$ cat src/logic/wdsi_pkg.sv
// constants, encodings and the state record of the watchdog with service and interrupt control
// assumes a 20 MHz system clock and an AHB-Lite register bus with 32-bit data
package wdsi_pkg;
	// clock and time base
	localparam int unsigned CLK_PERIOD_NS = 50;
	localparam int unsigned TICK_US = 250;
	localparam int unsigned TICK_CYC_DFLT = (TICK_US * 1000) / CLK_PERIOD_NS;
	localparam int unsigned AUTO_KICK_US = 30000;
	localparam logic [6:0] AUTO_KICK_TICKS = 7'(AUTO_KICK_US / TICK_US);
	localparam int unsigned PRESC_W = 16;
	localparam int unsigned CNT_W = 15;

	// register byte offsets
	localparam logic [7:0] OFS_CMD = 8'h00;
	localparam logic [7:0] OFS_CFG = 8'h04;
	localparam logic [7:0] OFS_STATUS = 8'h08;
	localparam logic [7:0] OFS_COUNT = 8'h0C;
	localparam logic [7:0] OFS_INT_STAT = 8'h10;
	localparam logic [7:0] OFS_INT_MASK = 8'h14;

	// command register bits (write one to act)
	localparam int unsigned CMD_KICK = 0;
	localparam int unsigned CMD_AUTO_ON = 1;
	localparam int unsigned CMD_AUTO_OFF = 2;
	localparam int unsigned CMD_IRQ_UNMASK = 3;
	localparam int unsigned CMD_IRQ_MASK = 4;
	localparam int unsigned CMD_IRQ_CLEAR = 5;
	localparam int unsigned CMD_RELAXED = 6;
	localparam int unsigned CMD_FULL = 7;

	// configuration fields
	localparam int unsigned CFG_TSEL_LSB = 0;
	localparam int unsigned CFG_ACT_LSB = 4;

	// status bits
	localparam int unsigned ST_PENDING = 0;
	localparam int unsigned ST_RELAXED = 1;
	localparam int unsigned ST_RUNNING = 2;
	localparam int unsigned ST_AUTO = 3;
	localparam int unsigned ST_IRQ_EN = 4;
	localparam int unsigned ST_MODE_LSB = 8;

	// sticky event bits
	localparam int unsigned EV_EXPIRY = 0;
	localparam int unsigned EV_REFUSED = 1;
	localparam int unsigned EV_W = 2;

	// reset values
	localparam logic [2:0] TSEL_RST = 3'h7;
	localparam logic [31:0] RDATA_RST = 32'h0000_0000;

	typedef enum logic [1:0] {
		mode_preop = 2'b00,
		mode_relaxed = 2'b01,
		mode_full = 2'b10
	} wdsi_mode_t;

	typedef enum logic [1:0] {
		action_none = 2'b00,
		action_cpu_reset = 2'b01,
		action_cpu_irq = 2'b10
	} wdsi_action_t;

	typedef struct packed {
		wdsi_mode_t mode;
		logic auto_kick;
		logic irq_en;
		logic pending;
		wdsi_action_t action;
		logic [2:0] tsel;
		logic [CNT_W-1:0] cnt;
		logic [PRESC_W-1:0] presc;
		logic [6:0] akcnt;
		logic [EV_W-1:0] int_stat;
		logic [EV_W-1:0] int_mask;
		logic cpu_reset;
		logic dp_wr;
		logic [7:0] dp_addr;
		logic [31:0] rdata;
	} wdsi_state_t;
endpackage

$ cat src/logic/wdsi_top.sv
// watchdog timer with service, automatic service, expiry action and interrupt control
// assumes a single AHB-Lite master, inputs synchronous to ref_clk_i, a 20 MHz clock
// Function
// - a service request reloads the counter with the configured period.
// - with auto service on and interrupt enabled, service every 30 ms.
// - auto service is on after reset until turned off.
// - interrupt enable gates propagation and auto service; pending flag still sets and reads.
// - clearing interrupt enable stops forwarding the interrupt to the processor.
// - pending indication reads true while a watchdog interrupt is outstanding.
// - an acknowledge clears the outstanding interrupt indication.
// - acknowledge leaves counter alone; counter restarts itself after expiry.
// - a status bit reads true in relaxed mode, false in full safety.
// - running status is false when action is none or debugger attached.
// - expiry action is one of none, processor reset, processor interrupt.
// - period selectable 0.25, 1, 4, 16, 64, 256, 1024, 4096 ms.
// - full safety mode is kept until power off and refuses changes.
// - pre-operational mode refuses period and action changes.
//
// Local design decisions: the register offsets and the AHB-Lite register port.
`timescale 1ns/1ps
module wdsi_top #(
	parameter int unsigned TICK_CYC = wdsi_pkg::TICK_CYC_DFLT
) (
	// clock and reset
	input wire logic ref_clk_i,
	input wire logic sys_rst_i,
	// ahb-lite slave
	input wire logic hsel_i,
	input wire logic [31:0] haddr_i,
	input wire logic [1:0] htrans_i,
	input wire logic hwrite_i,
	input wire logic [2:0] hsize_i,
	input wire logic hready_i,
	input wire logic [31:0] hwdata_i,
	output logic hreadyout_o,
	output logic hresp_o,
	output logic [31:0] hrdata_o,
	// debugger presence
	input wire logic dbg_attached_i,
	// processor side
	output logic cpu_reset_o,
	output logic cpu_irq_o,
	// status and system interrupt
	output logic wd_irq_pending_o,
	output logic relaxed_mode_status_o,
	output logic wd_running_status_o,
	output logic irq_o
);
	import wdsi_pkg::*;

	////////////////////////////////////////////////////////////////////////
	// helpers

	// period in 0.25 ms ticks: 1, 4, 16 ... 16384
	function automatic logic [CNT_W-1:0] period_ticks(input logic [2:0] sel);
		logic [CNT_W-1:0] one;
		one = {{(CNT_W-1){1'b0}}, 1'b1};
		return one << {sel, 1'b0};
	endfunction

	function automatic logic is_action(input logic [1:0] a);
		logic ok;
		ok = 1'b0;
		unique case (a)
			action_none, action_cpu_reset, action_cpu_irq: begin
				ok = 1'b1;
			end
			default: begin
				ok = 1'b0;
			end
		endcase
		return ok;
	endfunction

	wdsi_state_t st_r;
	wdsi_state_t st_nxt;

	logic aphase;
	logic wr_cmd;
	logic wr_cfg;
	logic cfg_ok;
	logic [31:0] cmd;
	logic tick;
	logic running;
	logic auto_evt;
	logic kick;
	logic expire;
	logic [EV_W-1:0] events;
	logic [EV_W-1:0] w1c;
	logic [31:0] status_word;
	logic mapped;

	////////////////////////////////////////////////////////////////////////
	// bus decode: zero wait state, always okay

	assign aphase = hsel_i && htrans_i[1] && hready_i;
	assign hreadyout_o = 1'b1;
	assign hresp_o = 1'b0;
	assign hrdata_o = st_r.rdata;
	// only the low 256 bytes decode: above that reads give zero and writes are dropped
	assign mapped = (haddr_i[31:8] == 24'h00_0000);

	assign wr_cmd = st_r.dp_wr && (st_r.dp_addr == OFS_CMD);
	assign wr_cfg = st_r.dp_wr && (st_r.dp_addr == OFS_CFG);
	assign cmd = wr_cmd ? hwdata_i : 32'h0000_0000;

	// changes only in relaxed mode and only with a legal action code
	assign cfg_ok = (st_r.mode == mode_relaxed) && is_action(hwdata_i[CFG_ACT_LSB +: 2]);

	////////////////////////////////////////////////////////////////////////
	// timer events

	assign running = (st_r.action != action_none) && !dbg_attached_i;
	assign tick = (st_r.presc == PRESC_W'(TICK_CYC - 1));
	assign auto_evt = tick && st_r.auto_kick && st_r.irq_en && (st_r.akcnt == AUTO_KICK_TICKS - 7'd1);
	assign kick = cmd[CMD_KICK] || auto_evt;
	// expiry when the counter would reach zero; a kick in the same cycle wins
	assign expire = running && tick && !kick && (st_r.cnt == {{(CNT_W-1){1'b0}}, 1'b1});

	assign status_word = {{(32-ST_MODE_LSB-2){1'b0}}, st_r.mode, 3'h0, st_r.irq_en, st_r.auto_kick,
		running, (st_r.mode == mode_relaxed), st_r.pending};

	////////////////////////////////////////////////////////////////////////
	// next state

	always_comb begin
		st_nxt = st_r;
		events = '0;
		w1c = '0;

		// prescaler runs freely so the tick phase does not depend on software
		st_nxt.presc = tick ? '0 : st_r.presc + PRESC_W'(1);

		if (st_r.auto_kick && st_r.irq_en) begin
			if (tick) begin
				st_nxt.akcnt = auto_evt ? 7'd0 : st_r.akcnt + 7'd1;
			end
		end else begin
			st_nxt.akcnt = 7'd0;
		end

		// counter
		if (kick) begin
			st_nxt.cnt = period_ticks(st_r.tsel);
		end else if (expire) begin
			st_nxt.cnt = period_ticks(st_r.tsel);
		end else if (running && tick) begin
			st_nxt.cnt = st_r.cnt - CNT_W'(1);
		end

		// expiry action, once per expiry
		st_nxt.cpu_reset = 1'b0;
		if (expire) begin
			events[EV_EXPIRY] = 1'b1;
			unique case (st_r.action)
				action_cpu_reset: begin
					st_nxt.cpu_reset = 1'b1;
				end
				action_cpu_irq: begin
					st_nxt.pending = 1'b1;
				end
				default: begin
					st_nxt.cpu_reset = 1'b0;
				end
			endcase
		end
		// acknowledge clears, a simultaneous expiry with the interrupt action wins
		if (cmd[CMD_IRQ_CLEAR] && !(expire && st_r.action == action_cpu_irq)) begin
			st_nxt.pending = 1'b0;
		end

		// auto service and interrupt enable
		if (cmd[CMD_AUTO_ON]) begin
			st_nxt.auto_kick = 1'b1;
		end else if (cmd[CMD_AUTO_OFF]) begin
			st_nxt.auto_kick = 1'b0;
		end
		if (cmd[CMD_IRQ_UNMASK]) begin
			st_nxt.irq_en = 1'b1;
		end else if (cmd[CMD_IRQ_MASK]) begin
			st_nxt.irq_en = 1'b0;
		end

		// safety mode: full safety is a one-way door
		unique case (st_r.mode)
			mode_preop: begin
				if (cmd[CMD_FULL]) begin
					st_nxt.mode = mode_full;
				end else if (cmd[CMD_RELAXED]) begin
					st_nxt.mode = mode_relaxed;
				end
			end
			mode_relaxed: begin
				if (cmd[CMD_FULL]) begin
					st_nxt.mode = mode_full;
				end
			end
			mode_full: begin
				st_nxt.mode = mode_full;
			end
			default: begin
				st_nxt.mode = mode_full;
			end
		endcase

		// configuration
		if (wr_cfg) begin
			if (cfg_ok) begin
				st_nxt.tsel = hwdata_i[CFG_TSEL_LSB +: 3];
				st_nxt.action = wdsi_action_t'(hwdata_i[CFG_ACT_LSB +: 2]);
			end else begin
				events[EV_REFUSED] = 1'b1;
			end
		end

		// sticky events, set wins over write-one-to-clear
		if (st_r.dp_wr && st_r.dp_addr == OFS_INT_STAT) begin
			w1c = hwdata_i[EV_W-1:0];
		end
		st_nxt.int_stat = (st_r.int_stat & ~w1c) | events;
		if (st_r.dp_wr && st_r.dp_addr == OFS_INT_MASK) begin
			st_nxt.int_mask = hwdata_i[EV_W-1:0];
		end

		// bus address phase and read data
		st_nxt.dp_wr = aphase && hwrite_i && mapped;
		st_nxt.dp_addr = aphase ? haddr_i[7:0] : st_r.dp_addr;
		if (aphase && !hwrite_i && mapped) begin
			unique case (haddr_i[7:0])
				OFS_CMD: begin
					st_nxt.rdata = RDATA_RST;
				end
				OFS_CFG: begin
					st_nxt.rdata = {26'h000_0000, st_r.action, 1'b0, st_r.tsel};
				end
				OFS_STATUS: begin
					st_nxt.rdata = status_word;
				end
				OFS_COUNT: begin
					st_nxt.rdata = {{(32-CNT_W){1'b0}}, st_r.cnt};
				end
				OFS_INT_STAT: begin
					st_nxt.rdata = {{(32-EV_W){1'b0}}, st_r.int_stat};
				end
				OFS_INT_MASK: begin
					st_nxt.rdata = {{(32-EV_W){1'b0}}, st_r.int_mask};
				end
				default: begin
					st_nxt.rdata = RDATA_RST;
				end
			endcase
		end else if (aphase) begin
			st_nxt.rdata = RDATA_RST;
		end
	end

	always_ff @(posedge ref_clk_i or posedge sys_rst_i) begin
		if (sys_rst_i) begin
			st_r <= '{mode: mode_preop, auto_kick: 1'b1, irq_en: 1'b0, pending: 1'b0,
				action: action_none, tsel: TSEL_RST, cnt: period_ticks(TSEL_RST), presc: '0, akcnt: '0,
				int_stat: '0, int_mask: '0, cpu_reset: 1'b0, dp_wr: 1'b0, dp_addr: '0, rdata: RDATA_RST};
		end else begin
			st_r <= st_nxt;
		end
	end

	////////////////////////////////////////////////////////////////////////
	// outputs

	assign cpu_reset_o = st_r.cpu_reset;
	assign cpu_irq_o = st_r.pending && st_r.irq_en;
	assign wd_irq_pending_o = st_r.pending;
	assign relaxed_mode_status_o = (st_r.mode == mode_relaxed);
	assign wd_running_status_o = running;
	assign irq_o = |(st_r.int_stat & st_r.int_mask);
endmodule
$ cat config.mk
export PLATFORM = sky130hd
export DESIGN_NAME = wdsi_top
export DESIGN_NICKNAME = d
export VERILOG_FILES = /design/src/logic/wdsi_pkg.sv /design/src/logic/wdsi_top.sv
export SDC_FILE = /design/constraint.sdc
export NUM_CORES = 1
export LEC_CHECK = 0
export BUFFER_PORTS_ARGS = -buffer_cell sky130_fd_sc_hd__buf_2
export CAP_MARGIN = 20
export CORE_MARGIN = 1
export CORE_UTILIZATION = 48
export DETAILED_ROUTE_END_ITERATION = 8
export PLACE_DENSITY = 0.85
export SYNTH_ARGS = -nofsm -noshare
export SYNTH_HDL_FRONTEND = slang
export SYNTH_SLANG_ARGS = --single-unit
$ cat constraint.sdc
create_clock -name ref_clk_i -period 2.1 [get_ports ref_clk_i]
set_clock_uncertainty 0.15 [all_clocks]
set_input_delay 0.21 -clock ref_clk_i [delete_from_list [all_inputs] [get_ports ref_clk_i]]
set_output_delay 0.21 -clock ref_clk_i [all_outputs]
set_load 0.03 [all_outputs]
==> metrics <==
Worst Tran Pin Value=0.560 ns; largest net degree at the start of global routing=78; CP arrival=2.46 ns; final max-slew violation count=0; sequential share of power=49.5%; final hold vios=0; Post-synth top cells=72 x dfrtp_1, 44 x nand2_1, 36 x buf_4; count of input and output buffers=67; Syn Inst Count=447; Max Clk Rate=0.427 GHz; filler cell count=610; setup_tns=-1.73 ns; area occupied by multi-input gates=2410 sq um; Post-Syn Area=4380 sq um; dpl hpwl=7.78 mm; RSZ-0062 raised after global routing=true; Pint=2.37 mW; GP Congestion=0.875; status=complete, but fails checks; Logic pwr share=10.7%; H-tree levels=3; vias post-DR=4098; initial antenna violation count=0; worst-path maximum fanout=4; met2 Track Usage GR=42.5%; Top Family by Delay on Critical Path=simple AND/OR/NAND/NOR gates; die area=9520 sq um; Unique masters post-synth=74; hold_ws=0.0160 ns; drt pass-1 iters=5; drt drc=0; hold path start=hwdata_i[1]; Worst-Skew Late Latency=0.36 ns; drt wl/cell=18.5 um; Final Cycle Share=111%; die width=97.6 um; worst-case clock buffer depth=2; clock-pin slew on the worst setup and hold paths=0.09 ns; met3 usage=6.83%; critical path, cell by cell=inv_2 > ha_2 > or3b_4 > buf_4 > nor3_4 > xor2_1 > o21ai_2 > a31oi_1; nets=664; Setup crit start=st_r[69]$_DFFE_PP0P_; synth top area cells=dfrtp_1 41%, buf_4 6.2%, mux2_2 3.9%, nand2_1 3.8%, o21ai_0 3.1%; CP peak stage delay=0.47 ns; Synth area leader=dfrtp_1; initial core utilization=50.0%; DIE HEIGHT=97.6 um; total wire length=12.9 mm; YS warnings=0; crit path buf inv count=2; Non-Filler Instances=697; layout cells sized above 1=42.3%; sequential-to-total area share from yosys stat=44.1%; P_leak=2.71 nW; VDD IR max=0.314 mV; clock share of power=39.8%; Antenna Nets Post-Route=0; Total GRT Usage=24.2%; Post-synth EDFFs=0; num ports=115; Clock Sinks=77; most numerous cell in the Yosys netlist=dfrtp_1; top cell type's share of synthesized area=41.1%; Setup WS pre-CTS=-0.0878 ns; Worst setup SP type=flip-flop; final worst path period need=2.34 ns; ant diodes=0; Req. time, crit path=2.22 ns; root buf cell=clkbuf_8; Synth Register Bits=77; failing checks=negative setup slack; sequential cell area=1940 sq um; Syn-to-layout area delta=33.3%; global-route wire length before repair=18.5 mm; Rows=34; GR Layer Usage met1=27.6%; Sw Ratio=24.9%; Num CTS Buffers=9; slowest CP cell=dfrtp_1; Crit. End Element=flip-flop; Synth Flop Type=dfrtp_1; Hold Path Class=in2reg; max_slew headroom=62.4%; Core Util, Final=66.7%; GRT overflow=0; placed cells=654; Net Switching=0.783 mW; Worst Setup Path Type=reg2reg; ys async rst share=100%; busiest layer in global routing=met2; Pwr per Cell Area=539 nW/um^2; synthesized area per cell=9.81 sq um; DR vias/cell=5.88; # setup viols final=22; final setup margin=-0.240 ns; Core Area=8760 sq um; 1st-iter DRT viols=300; TritonCTS clock tree=built; max_cap viols=0; reg2reg start=st_r[69]$_DFFE_PP0P_; vias in the first global route=4046
## power groups by stage
stage,clock network [mW],logic [mW],registers (mW)
finish,1.25,0.337,1.56
global route,1.33,0.359,1.56
CTS,1.25,0.311,1.55
detailed placement,0,0.283,1.58
global placement,0,0.274,1.58
floorplan,0,0.195,1.58
## state kept, by name, indices dropped and copies added (netlist names)
| register | cells |
|---|---|
| cpu_reset_o | 1 |
| hrdata_o | 15 |
| st_r | 60 |
| wd_irq_pending_o | 1 |
## final cells by class
cell class | count | share of cell area, %
flip-flops and latches | 77 | 33.1
multi-input cells | 325 | 41.3
inverters | 16 | 1.13
well taps | 108 | 2.31
repair buffers | 156 | 18.5
clock inverters | 4 | 1.24
clock buffers | 11 | 2.42
## path summary, 6_finish.rpt
path	endpoint	slack, ns	cells after the start
max	st_r[75]$_DFFE_PP0P_	-0.24	8
min	st_r[85]$_DFFE_PP1P_	0.02	2
max reg2reg	st_r[75]$_DFFE_PP0P_	-0.24	8
min reg2reg	hrdata_o[9]$_DFFE_PP0P_	0.34	2
max in group asynchronous	st_r[83]$_DFFE_PP1P_	1.10	4
min in group asynchronous	st_r[38]$_DFFE_PP0P_	0.36	4
## metrics by stage
step / power [mW] / cell area (sq um)
final: 3.15 / 5840
after global routing: 3.25 / 5840
after CTS: 3.11 / 5560
after detailed placement: 1.86 / 5070
after global placement: 1.85 / 5070
after floorplan: 1.77 / 4460
## routing by layer
layer / vias up / routed length [um]
li1: 1836 / -
met1: 1982 / 4830
met2: 226 / 6560
met3: 54 / 984
met4: 0 / 523
met5: - / 0
## kinds of logic (layout without fill, tap and decap cells)
family                   count (synthesis)  in the layout  synth area share (%)
AO/OA/AOI/OAI                           88             89                  13.1
XOR/XNOR                                18             18                  3.60
adder cells (fa/ha/maj)                  4              4                  1.14
buffers and inverters                   63            187                  8.93
flip-flops                              77             77                  44.1
multiplexers                            20             20                  5.00
other                                    2             19                 0.171
AND/OR/NAND/NOR                        175            175                  24.0
## placed cells by master, fill, tap and decap left out, types with 4 or more instances in the layout
cell type	count
nand2b_1	7
buf_6	8
clkbuf_8	10
o21ai_1	12
nand4_1	8
nand2_1	38
nand3b_1	5
nand3_1	12
conb_1	19
nand2_2	4
nor3b_1	4
nor3_1	11
buf_2	67
a21oi_1	8
dfstp_2	5
o21ai_0	13
a22oi_1	4
xor2_1	9
or3_1	4
o21ai_2	5
mux2i_1	5
nor4_1	10
xnor2_1	9
nor2b_1	4
buf_4	66
inv_1	12
dlygate4sd3_1	14
or4_4	5
a21oi_2	6
mux2_2	15
dfrtp_1	70
nor2_1	19
a22o_1	10
## timing repair
| item | 4_1_cts | 5_1_grt |
|---|---|---|
| buffers inserted | 6 | 8 |
| pin swaps | 12 | 31 |
| resized for setup | 29 | 66 |
| endpoints found under the hold margin | 86 | 0 |
| endpoints found under the setup margin | 25 | 35 |
| hold buffers | 14 | 0 |
| cloned | 1 | 0 |
Power figures use the tool's default switching activity.
